File: src/include/mcg_regs.svh
// Register map, field positions and reset values of the metering config bank
`ifndef MCG_REGS_SVH
`define MCG_REGS_SVH

`define MCG_ADDR_W        20
`define MCG_COMP_IDX      16'hE60E
`define MCG_GAIN_IDX      16'hE60F
`define MCG_COMP_ADDR     {2'h0, `MCG_COMP_IDX, 2'h0}
`define MCG_GAIN_ADDR     {2'h0, `MCG_GAIN_IDX, 2'h0}

`define MCG_COMP_RESET    16'h01FF
`define MCG_GAIN_RESET    16'h0000
`define MCG_GAIN_MASK     16'h01FF
`define MCG_GAIN_MASK_NN  16'h01C7

`define MCG_ANGLE_LSB     9
`define MCG_ANGLE_MSB     10
`define MCG_NOM_A_BIT     11
`define MCG_NOM_B_BIT     12
`define MCG_NOM_C_BIT     13
`define MCG_FREQ_BIT      14

`define MCG_PI_LSB        0
`define MCG_NI_LSB        3
`define MCG_PV_LSB        6
`define MCG_GAIN_MAX      3'h4

`define MCG_RESP_OKAY     2'h0
`define MCG_RESP_SLVERR   2'h2

`endif

File: src/include/mcg_pkg.sv
// Types shared by the metering configuration bank
package mcg_pkg;

	typedef enum logic [3:0] {
		MCG_ANG_VI   = 4'h1,
		MCG_ANG_VV   = 4'h2,
		MCG_ANG_II   = 4'h4,
		MCG_ANG_NONE = 4'h8
	} mcg_angle_t;

	typedef enum logic [2:0] {
		MCG_WR_COLLECT = 3'h1,
		MCG_WR_APPLY   = 3'h2,
		MCG_WR_RESP    = 3'h4
	} mcg_wr_state_t;

	typedef enum logic [1:0] {
		MCG_RD_IDLE = 2'h1,
		MCG_RD_DATA = 2'h2
	} mcg_rd_state_t;

endpackage

File: src/hdl/mcg_top.sv
// AXI4-Lite register bank for computation mode and channel gain control
//
// The implementer's own choice: the AXI4-Lite register port.
`include "mcg_regs.svh"

module mcg_top #(
	parameter bit NEUTRAL_PRESENT = 1'b1
) (
	input  wire logic                   aclk,
	input  wire logic                   aresetn,
	input  wire logic [`MCG_ADDR_W-1:0] s_axi_awaddr,
	input  wire logic                   s_axi_awvalid,
	output logic                        s_axi_awready,
	input  wire logic [31:0]            s_axi_wdata,
	input  wire logic [3:0]             s_axi_wstrb,
	input  wire logic                   s_axi_wvalid,
	output logic                        s_axi_wready,
	output logic [1:0]                  s_axi_bresp,
	output logic                        s_axi_bvalid,
	input  wire logic                   s_axi_bready,
	input  wire logic [`MCG_ADDR_W-1:0] s_axi_araddr,
	input  wire logic                   s_axi_arvalid,
	output logic                        s_axi_arready,
	output logic [31:0]                 s_axi_rdata,
	output logic [1:0]                  s_axi_rresp,
	output logic                        s_axi_rvalid,
	input  wire logic                   s_axi_rready,
	output mcg_pkg::mcg_angle_t         angle_measure_mode_q,
	output logic                        phase_a_nominal_voltage_enable_q,
	output logic                        phase_b_nominal_voltage_enable_q,
	output logic                        phase_c_nominal_voltage_enable_q,
	output logic                        line_frequency_select_q,
	output logic [2:0]                  phase_current_gain_q,
	output logic [2:0]                  neutral_current_gain_q,
	output logic [2:0]                  phase_voltage_gain_q
);

	// Without a neutral channel its gain field is never stored
	localparam logic [15:0] GAIN_MASK = NEUTRAL_PRESENT ?
		`MCG_GAIN_MASK : `MCG_GAIN_MASK_NN;

	// Write channel state
	mcg_pkg::mcg_wr_state_t  wr_state_q;
	mcg_pkg::mcg_wr_state_t  wr_state_d;
	mcg_pkg::mcg_rd_state_t  rd_state_q;
	logic                    aw_have_q;
	logic                    aw_have_d;
	logic                    w_have_q;
	logic                    w_have_d;
	// Captured write payload
	logic [`MCG_ADDR_W-1:0]  waddr_q;
	logic [31:0]             wdata_q;
	logic [3:0]              wstrb_q;
	logic [15:0]             comp_q;
	logic [15:0]             gain_q;
	logic [15:0]             wr_merge;
	logic [15:0]             wr_old;
	logic                    wr_hit_comp;
	logic                    wr_hit_gain;
	logic                    aw_fire;
	logic                    w_fire;
	logic [15:0]             rd_val;
	logic                    rd_hit;
	// Per-channel gain codes before and after the reserved fallback
	logic [2:0]              gain_raw   [3];
	logic [2:0]              gain_apply [3];
	mcg_pkg::mcg_angle_t     angle_mode;

	// Only exact word addresses decode; anything else answers SLVERR
	assign aw_fire     = s_axi_awvalid && s_axi_awready;
	assign w_fire      = s_axi_wvalid && s_axi_wready;
	assign wr_hit_comp = (waddr_q == `MCG_COMP_ADDR);
	assign wr_hit_gain = (waddr_q == `MCG_GAIN_ADDR);

	// Address and data may arrive in either order; each is latched once
	always_comb begin
		aw_have_d  = aw_have_q || aw_fire;
		w_have_d   = w_have_q || w_fire;
		wr_state_d = wr_state_q;
		case (wr_state_q)
			mcg_pkg::MCG_WR_COLLECT: begin
				if (aw_have_d && w_have_d) begin
					wr_state_d = mcg_pkg::MCG_WR_APPLY;
				end
			end
			mcg_pkg::MCG_WR_APPLY: begin
				aw_have_d  = 1'b0;
				w_have_d   = 1'b0;
				wr_state_d = mcg_pkg::MCG_WR_RESP;
			end
			mcg_pkg::MCG_WR_RESP: begin
				if (s_axi_bready) begin
					wr_state_d = mcg_pkg::MCG_WR_COLLECT;
				end
			end
			default: begin
				aw_have_d  = 1'b0;
				w_have_d   = 1'b0;
				wr_state_d = mcg_pkg::MCG_WR_COLLECT;
			end
		endcase
	end

	// Readies stay low from a transfer until its response is accepted
	always_ff @(posedge aclk) begin
		if (!aresetn) begin
			wr_state_q    <= mcg_pkg::MCG_WR_COLLECT;
			aw_have_q     <= 1'b0;
			w_have_q      <= 1'b0;
			s_axi_awready <= 1'b0;
			s_axi_wready  <= 1'b0;
		end else begin
			wr_state_q    <= wr_state_d;
			aw_have_q     <= aw_have_d;
			w_have_q      <= w_have_d;
			s_axi_awready <= (wr_state_d == mcg_pkg::MCG_WR_COLLECT) &&
				!aw_have_d;
			s_axi_wready  <= (wr_state_d == mcg_pkg::MCG_WR_COLLECT) &&
				!w_have_d;
		end
	end

	// Address and data wait here for the apply cycle
	always_ff @(posedge aclk) begin
		if (!aresetn) begin
			waddr_q <= '0;
			wdata_q <= 32'h00000000;
			wstrb_q <= 4'h0;
		end else begin
			if (aw_fire) begin
				waddr_q <= s_axi_awaddr;
			end
			if (w_fire) begin
				wdata_q <= s_axi_wdata;
				wstrb_q <= s_axi_wstrb;
			end
		end
	end

	// Byte lanes 2 and 3 land on bits that do not exist and are dropped
	always_comb begin
		wr_old   = wr_hit_comp ? comp_q : gain_q;
		wr_merge = wr_old;
		if (wstrb_q[0]) begin
			wr_merge[7:0] = wdata_q[7:0];
		end
		if (wstrb_q[1]) begin
			wr_merge[15:8] = wdata_q[15:8];
		end
	end

	// Bit 15 is kept as written but steers nothing
	always_ff @(posedge aclk) begin
		if (!aresetn) begin
			comp_q <= `MCG_COMP_RESET;
		end else if (wr_state_q == mcg_pkg::MCG_WR_APPLY && wr_hit_comp) begin
			comp_q <= wr_merge;
		end
	end

	// Reserved bits and an absent neutral field are masked on entry
	always_ff @(posedge aclk) begin
		if (!aresetn) begin
			gain_q <= `MCG_GAIN_RESET;
		end else if (wr_state_q == mcg_pkg::MCG_WR_APPLY && wr_hit_gain) begin
			gain_q <= wr_merge & GAIN_MASK;
		end
	end

	// Unmapped writes change nothing and answer with a slave error
	always_ff @(posedge aclk) begin
		if (!aresetn) begin
			s_axi_bvalid <= 1'b0;
			s_axi_bresp  <= `MCG_RESP_OKAY;
		end else if (wr_state_q == mcg_pkg::MCG_WR_APPLY) begin
			s_axi_bvalid <= 1'b1;
			s_axi_bresp  <= (wr_hit_comp || wr_hit_gain) ?
				`MCG_RESP_OKAY : `MCG_RESP_SLVERR;
		end else if (s_axi_bvalid && s_axi_bready) begin
			s_axi_bvalid <= 1'b0;
		end
	end

	// Read mux follows the address; sampled only at the AR handshake
	always_comb begin
		rd_hit = 1'b1;
		rd_val = 16'h0000;
		if (s_axi_araddr == `MCG_COMP_ADDR) begin
			rd_val = comp_q;
		end else if (s_axi_araddr == `MCG_GAIN_ADDR) begin
			rd_val = gain_q;
		end else begin
			rd_hit = 1'b0;
		end
	end

	// One read in flight; address is refused until the data is taken
	always_ff @(posedge aclk) begin
		if (!aresetn) begin
			rd_state_q    <= mcg_pkg::MCG_RD_IDLE;
			s_axi_arready <= 1'b0;
			s_axi_rvalid  <= 1'b0;
			s_axi_rdata   <= 32'h00000000;
			s_axi_rresp   <= `MCG_RESP_OKAY;
		end else begin
			case (rd_state_q)
				mcg_pkg::MCG_RD_IDLE: begin
					s_axi_arready <= 1'b1;
					if (s_axi_arvalid && s_axi_arready) begin
						rd_state_q    <= mcg_pkg::MCG_RD_DATA;
						s_axi_arready <= 1'b0;
						s_axi_rvalid  <= 1'b1;
						s_axi_rdata   <= {16'h0000, rd_val};
						s_axi_rresp   <= rd_hit ?
							`MCG_RESP_OKAY : `MCG_RESP_SLVERR;
					end
				end
				mcg_pkg::MCG_RD_DATA: begin
					if (s_axi_rready) begin
						rd_state_q    <= mcg_pkg::MCG_RD_IDLE;
						s_axi_rvalid  <= 1'b0;
						s_axi_arready <= 1'b1;
					end
				end
				default: begin
					rd_state_q    <= mcg_pkg::MCG_RD_IDLE;
					s_axi_arready <= 1'b0;
					s_axi_rvalid  <= 1'b0;
				end
			endcase
		end
	end

	// One raw field per channel: current, neutral, voltage
	assign gain_raw[0] = gain_q[`MCG_PI_LSB +: 3];
	assign gain_raw[1] = gain_q[`MCG_NI_LSB +: 3];
	assign gain_raw[2] = gain_q[`MCG_PV_LSB +: 3];

	// Same fallback for all three channels
	for (genvar g = 0; g < 3; g++) begin : g_gain
		mcg_gain_decode u_dec (
			.code    (gain_raw[g]),
			.applied (gain_apply[g])
		);
	end

	// One-hot mode so the datapath needs no second decode
	mcg_angle_decode u_angle (
		.sel  (comp_q[`MCG_ANGLE_MSB:`MCG_ANGLE_LSB]),
		.mode (angle_mode)
	);

	// Registered controls cost one cycle but keep glitches off the datapath
	always_ff @(posedge aclk) begin
		if (!aresetn) begin
			phase_current_gain_q   <= 3'h0;
			neutral_current_gain_q <= 3'h0;
			phase_voltage_gain_q   <= 3'h0;
		end else begin
			phase_current_gain_q   <= gain_apply[0];
			neutral_current_gain_q <= gain_apply[1];
			phase_voltage_gain_q   <= gain_apply[2];
		end
	end

	// Reset mode matches the reset code 00 of the field
	always_ff @(posedge aclk) begin
		if (!aresetn) begin
			angle_measure_mode_q <= mcg_pkg::MCG_ANG_VI;
		end else begin
			angle_measure_mode_q <= angle_mode;
		end
	end

	// Substitution enables reach the datapath one cycle after the register
	always_ff @(posedge aclk) begin
		if (!aresetn) begin
			phase_a_nominal_voltage_enable_q <= 1'b0;
			phase_b_nominal_voltage_enable_q <= 1'b0;
			phase_c_nominal_voltage_enable_q <= 1'b0;
			line_frequency_select_q          <= 1'b0;
		end else begin
			phase_a_nominal_voltage_enable_q <= comp_q[`MCG_NOM_A_BIT];
			phase_b_nominal_voltage_enable_q <= comp_q[`MCG_NOM_B_BIT];
			phase_c_nominal_voltage_enable_q <= comp_q[`MCG_NOM_C_BIT];
			line_frequency_select_q          <= comp_q[`MCG_FREQ_BIT];
		end
	end

endmodule // mcg_top

File: src/hdl/mcg_gain_decode.sv
// Maps a raw gain code to the gain actually applied (gain = 2 ** code)
`include "mcg_regs.svh"

module mcg_gain_decode (
	input  wire logic [2:0] code,
	output logic      [2:0] applied
);

	// Reserved codes fall back to unity gain rather than saturating
	always_comb begin
		if (code > `MCG_GAIN_MAX) begin
			applied = 3'h0;
		end else begin
			applied = code;
		end
	end

endmodule // mcg_gain_decode

File: src/hdl/mcg_angle_decode.sv
// Maps the two-bit angle field to a one-hot measurement mode
module mcg_angle_decode (
	input  wire logic [1:0]        sel,
	output mcg_pkg::mcg_angle_t    mode
);

	always_comb begin
		case (sel)
			2'h0: begin
				mode = mcg_pkg::MCG_ANG_VI;
			end
			2'h1: begin
				mode = mcg_pkg::MCG_ANG_VV;
			end
			2'h2: begin
				mode = mcg_pkg::MCG_ANG_II;
			end
			default: begin
				mode = mcg_pkg::MCG_ANG_NONE;
			end
		endcase
	end

endmodule // mcg_angle_decode

File: config.mk
export PLATFORM = sky130hd
export DESIGN_NAME = mcg_top
export DESIGN_NICKNAME = d
export VERILOG_FILES = /design/src/include/mcg_pkg.sv /design/src/hdl/mcg_top.sv /design/src/hdl/mcg_gain_decode.sv /design/src/hdl/mcg_angle_decode.sv
export VERILOG_INCLUDE_DIRS = /design/src /design/src/include
export SDC_FILE = /design/constraint.sdc
export NUM_CORES = 1
export LEC_CHECK = 0
export BUFFER_PORTS_ARGS = -buffer_cell sky130_fd_sc_hd__clkbuf_2
export CAP_MARGIN = 20
export CORE_MARGIN = 3
export CORE_UTILIZATION = 54
export DETAILED_ROUTE_END_ITERATION = 7
export GPL_ROUTABILITY_DRIVEN = 0
export PLACE_DENSITY = 0.84
export SLEW_MARGIN = 10
export SYNTH_ARGS = -nofsm -noshare
export SYNTH_HDL_FRONTEND = slang
export SYNTH_SLANG_ARGS = --single-unit
File: constraint.sdc
create_clock -name aclk -period 3.5 [get_ports aclk]
set_input_delay 0.175 -clock aclk [delete_from_list [all_inputs] [get_ports aclk]]
set_output_delay 0.175 -clock aclk [all_outputs]
set_load 0.02 [all_outputs]
### After elaboration in Yosys (flattened, before gate mapping)

Index checks and enable logic that the tools add are counted.

* reductions and logical operators: 23
* bitwise logic cells: 1
* $lt $le $gt $ge: 3
* muxes and demuxes: 26
* eq/ne operators: 15

Operators with widths (number)
* 20-bit by 18-bit == test with 1-bit output (second input constant): 4
* 16-bit two-way mux: 2
* 8-bit two-way mux: 2
* 4-bit case mux with 3 select lines: 1
* 1-bit two-way mux: 10
* 3-bit > comparator (second input constant): 3
* 1-bit logical AND: 9
* 9-bit two-way mux: 1
* 3-bit case mux with 3 select lines: 1
* 2-bit two-way mux: 4
* 2-bit OR reduction: 4
* 3-bit by 1-bit == test with 1-bit output (second input constant): 2
* 3-bit two-way mux: 2
* 2-bit inequality test (second input constant): 3
* 2-bit AND reduction: 3
* 2-bit by 1-bit == test with 1-bit output (second input constant): 2
* 2-bit == test (second input constant): 2
* 1-bit case mux with 2 select lines: 2
* 2-bit case mux with 2 select lines: 1
* 3-bit by 2-bit == test with 1-bit output (second input constant): 1
* 3-bit == test (second input constant): 1
* 1-bit logical OR: 3
* 1-bit logical NOT: 2
* 2-bit logical NOT: 1
* 2 further kinds: 2

* word-level logic and storage cells: 94
* output and inout bits: 58
* bits in registers: 112
* input bits: 83

### Depth between registers and ports, before layout

* depth in word-level cells: 7
* mapped depth: 7
* mapped depth without buffers: 7

### Modules after synthesis

Synthesis repeated with hierarchy kept, for this count alone.

* cells, all modules: 500
* area total of the unflattened synthesis: 4544.4 µm²

Modules (own cells, without submodules)
* mcg_top: seq. area each 2182.1 µm², area an instance 4428.0 µm², times used 1, cells an instance 487
* mcg_gain_decode: seq. area each 0.0 µm², area an instance 30.0 µm², times used 3, cells an instance 3
* mcg_angle_decode: seq. area each 0.0 µm², area an instance 26.3 µm², times used 1, cells an instance 4

### Least setup slack after synthesis

Ideal clock, no wire load.

* kind: reg-to-reg
* start: reg waddr_q[8]
* end: reg comp_q[0]
* setup time: 0.115 ns
* arrival: 1.691 ns
* cell stages (with the launch flop): 6
* data required time: 3.385 ns
* buffers on the path: 0
* slack: 1.694 ns
* clock period less this slack: 1.806 ns
* path through: dfxtp_1 -> nor4b_4 -> nand4_4 -> nor4_4 -> mux2i_1 -> nand2_1

* word-level cells in the longest chain between the ends: 3
* elaborated cells between the ends (all ways): 4
* those cells by class: 1 x eq/ne; 2 x mux; 1 x reduce/logical

Ends and longest elaborated chain
* from (decl): RTL line mcg_top.sv:51 `` logic [`MCG_ADDR_W-1:0] waddr_q; ``
* from (signal assigned): RTL line mcg_top.sv:131 `waddr_q <= s_axi_awaddr;`
* 20-bit by 18-bit == test with 1-bit output (no line) (*)
* 16-bit two-way mux: RTL line mcg_top.sv:142 `wr_old = wr_hit_comp ? comp_q : gain_q;`
* 8-bit two-way mux: RTL line mcg_top.sv:144 `if (wstrb_q[0]) begin`
* to (signal assigned): RTL line mcg_top.sv:155 `` comp_q <= `MCG_COMP_RESET; ``
* to (signal assigned): RTL line mcg_top.sv:157 `comp_q <= wr_merge;`
* to (decl): RTL line mcg_top.sv:54 `logic [15:0] comp_q;`

Every way passes the cells marked *; elsewhere a longest branch is shown, timed or not. The select of a mux whose other input is x is not followed.
A chain may end at the register's enable or synchronous reset.

### Worst setup path after layout

* start: reg waddr_q[2]
* end: reg gain_q[4]

* word-level cells in the longest chain between the ends: 3
* elaborated cells between the ends (all ways): 5
* those cells by class: 2 x eq/ne; 2 x mux; 1 x reduce/logical

Ends and longest elaborated chain
* 20-bit by 18-bit == test with 1-bit output (no line)
* 16-bit two-way mux: RTL line mcg_top.sv:142
* 8-bit two-way mux: RTL line mcg_top.sv:144
* to (signal assigned): RTL line mcg_top.sv:164 `` gain_q <= `MCG_GAIN_RESET; ``
* to (signal assigned): RTL line mcg_top.sv:166 `gain_q <= wr_merge & GAIN_MASK;`
* to (decl): RTL line mcg_top.sv:55 `logic [15:0] gain_q;`

Several ways; a longest one is shown, not always the timed one. The select of a mux whose other input is x is not followed.

==> qor.yml <==
die_h_um: 96.5
nFillCells: 672
clock_power_share_pct: 32.9
r2r_end: "gain_q[4]$_SDFFE_PN0P_"
final_antenna_net_count: 0
clock_path_buffers: 2
maxCapViolCount: 0
vias: 3720
crit_required_ps: 3800
dr.pass1.iters: 5
cp_max_fo: 8
cts_resized: 0
synth_top_area_share_pct: 49.4
yosys-top-cells-area: "dfxtp_1, nand2_1, mux2i_1, a21oi_1, buf_4"
insertion_delay_ps: 370
cts_tree: "built"
worstHoldEndpoint: "waddr_q[7]$_SDFFE_PN0P_"
grt_usage_pct: 21.2
power_density_nw_per_um2: 462
areaGrowthSynthToFinish_pct: 16.3
antenna_cells: 0
drcViolationCount: 0
ys_seq_area_share_pct: 49.4
power_switching_mw: 0.630
cts_sinks: 109
r2r_setup_slack_ps: 1190
grt_overflow: 0
ys_ff_latch: 109
die_area_sq_um: 9300
post_dp_cell_area_sq_um: 4910
htreeDepth: 3
reg2reg_depth: 5
cp_data_arrival_time_ps: 2610
period_needed_ps: 2310
synth.avg_cell_area_sq_um: 8.94
swShare_pct: 26.6
worst_path_max_delay_cell: "nor4_2"
reg2reg_from: "waddr_q[2]$_SDFFE_PN0P_"
setup_tns_ps: 0
core_sq_um: 7850
clk_pin_slew_worst_paths_ps: 100
synth-simple-area-share_pct: 22.9
final_util_pct: 65.5
grt_start_max_net_pins: 67
cts-root-buf: "clkbuf_8"
syn_area_sq_um: 4420
min_from: "s_axi_awaddr[7]"
slew_viol_final: 0
boundaryPins: 141
synth_top_family_by_area: "simple AND/OR/NAND/NOR gates"
multi_input_area_sq_um: 2000
path_cells: "inv_1 > or4_1 > nor4_2 > a22oi_1 > o21ai_1"
drive_gt1_share_pct: 23.6
nets: 673
worstMarginPinSlew_ps: 953
critPathCaptureType: "register"
power.static_leakage_nw: 2.15
drt_iter0_markers: 212
initial_core_util_pct: 56.3
cts_setup_buffers: 0
antenna_found_initial: 0
cpPeakStageDelay_ps: 730
synth_ff_type: "dfxtp_1"
vias_per_cell: 5.35
hold_viol_final: 0
seqPwrFrac_pct: 55.7
synth_cells: 494
yosys_warnings: 0
crit_type: "reg -> reg"
synthMuxAreaShare_pct: 7.48
final_cell_mix: "nand2_1, dfxtp_1, clkbuf_2, a21oi_1, nor2_1"
setup_viol: 0
hp-class: "in -> reg"
status: "complete, no violations"
hold_path_depth: 3
synthXorXnorAreaFrac_pct: 0.198
wl_um: 9860
synth_edf_count: 0
p_int_mw: 1.74
hpwlAfterDp_um: 7120
fmax_mhz: 432
routedWlPerCell_um: 14.2
p_comb_share_pct: 11.4
cp-start-kind: "register"
grt_pass1_vias: 3413
synth-adder-area-share_pct: 0.566
postCtsHoldBufs: 2
register_area_sq_um: 2180
synth-async-reset-ratio_pct: 0
netlist.top_cell.by_area: "dfxtp_1"
cts_buffers: 9
synth_compound_area_share_pct: 12.6
rows: 32
rsz0062_at_grt: "false"
fin_skew_ps: 11.1
ir_worst_vdd_mv: 0.253
slew_headroom_pct: 36.0
grt_pass1_wl_um: 15600
port_buffers: 104
fp.dieW_um: 96.5
design_area_sq_um: 5140
synth_cell_types: 51
timing.final.crit_share_pct: 66.1
[per-stage QoR]
step | hold WS [ps] | worst slack [ps] | std cells | total power [mW]
after floorplan | 311 | 1690 | 511 | 1.54
after global placement | 399 | 1370 | 677 | 1.61
after detailed placement | 406 | 1300 | 677 | 1.62
after CTS | 1.11 | 1270 | 695 | 2.39
after global routing | 2.56 | 1010 | 695 | 2.48
final | 13.2 | 1190 | 695 | 2.37
[power by group through the flow]
| stage | clock network (mW) | registers, mW | logic (mW) |
|---|---|---|---|
| floorplan | 0 | 1.36 | 0.188 |
| CTS | 0.795 | 1.32 | 0.271 |
| finish | 0.781 | 1.32 | 0.270 |
| detailed placement | 0 | 1.35 | 0.269 |
| global placement | 0 | 1.35 | 0.260 |
| global route | 0.843 | 1.33 | 0.304 |
[synthesized netlist by cell type, types with 2 or more instances]
cell type / n
mux2i_1: 33
dfxtp_1: 109
nor4_1: 2
o21ai_1: 8
nand4b_1: 2
nor2_1: 38
nor3_1: 6
nor2b_1: 4
and3_1: 3
a21oi_1: 44
and2_1: 2
nor4b_1: 2
nor4_2: 2
buf_4: 21
nand3_1: 3
nand2b_1: 3
o21ai_0: 4
inv_1: 11
or3_1: 2
a22oi_1: 18
ha_1: 2
nor4b_4: 2
nor3b_1: 6
nand3b_1: 2
a32oi_1: 7
nand4_1: 2
nand2_1: 109
buf_2: 3
and4bb_2: 2
a21boi_0: 2
o221ai_1: 2
clkbuf_1: 19
[worst max path at each step]
stage / start / end / slack, ps / cells past startpoint
floorplan: waddr_q[8]$_SDFFE_PN0P_ / comp_q[0]$_SDFFE_PN1P_ / 1690 / 5
global placement: waddr_q[14]$_SDFFE_PN0P_ / comp_q[8]$_SDFFE_PN1P_ / 1370 / 6
detailed placement: s_axi_rvalid$_SDFFE_PN0P_ / s_axi_rdata[13]$_SDFFE_PN0P_ / 1300 / 6
CTS: s_axi_rvalid$_SDFFE_PN0P_ / s_axi_rdata[13]$_SDFFE_PN0P_ / 1270 / 6
global route: s_axi_rvalid$_SDFFE_PN0P_ / s_axi_rdata[14]$_SDFFE_PN0P_ / 1010 / 6
finish: waddr_q[2]$_SDFFE_PN0P_ / gain_q[4]$_SDFFE_PN0P_ / 1190 / 5
[per-layer routing]
layer  GRT usage (%)  part of all wire (%)  vias up
li1                -                     -     1844
met1            26.0                    42     1757
met2            36.4                    51      107
met3            5.81                   5.4       12
met4            6.43                   1.3        0
met5               0                     0        -
[layout make-up]
type | instances | area share [%]
inverter | 11 | 0.803
sequential | 109 | 42.5
tap | 102 | 2.48
multi-input combinational | 346 | 39.0
clock buffer | 10 | 2.68
clock inverter | 6 | 1.34
timing repair buffer | 111 | 11.2
[logic make-up after synthesis]
logic type	Yosys count
AO/OA/AOI/OAI	91
XOR/XNOR	1
adder cells (fa/ha/maj)	2
buffers and inverters	56
flip-flops	109
multiplexers	33
other	1
AND/OR/NAND/NOR	201
[state kept, by name, indices dropped and copies added (netlist names), 4 cells and up]
signal and count:
waddr_q 20, gain_q 9, s_axi_rdata 16, wdata_q 16, comp_q 16, angle_measure_mode_q 4
[critical path: cells and delay by family, from the launching register on]
kind            cells  cell delay (ps)
buf+inv             1              140
flops               1              490
simple gates        2             1280
compound gates      2              340
No activity file was read; power rests on OpenSTA's default activity.
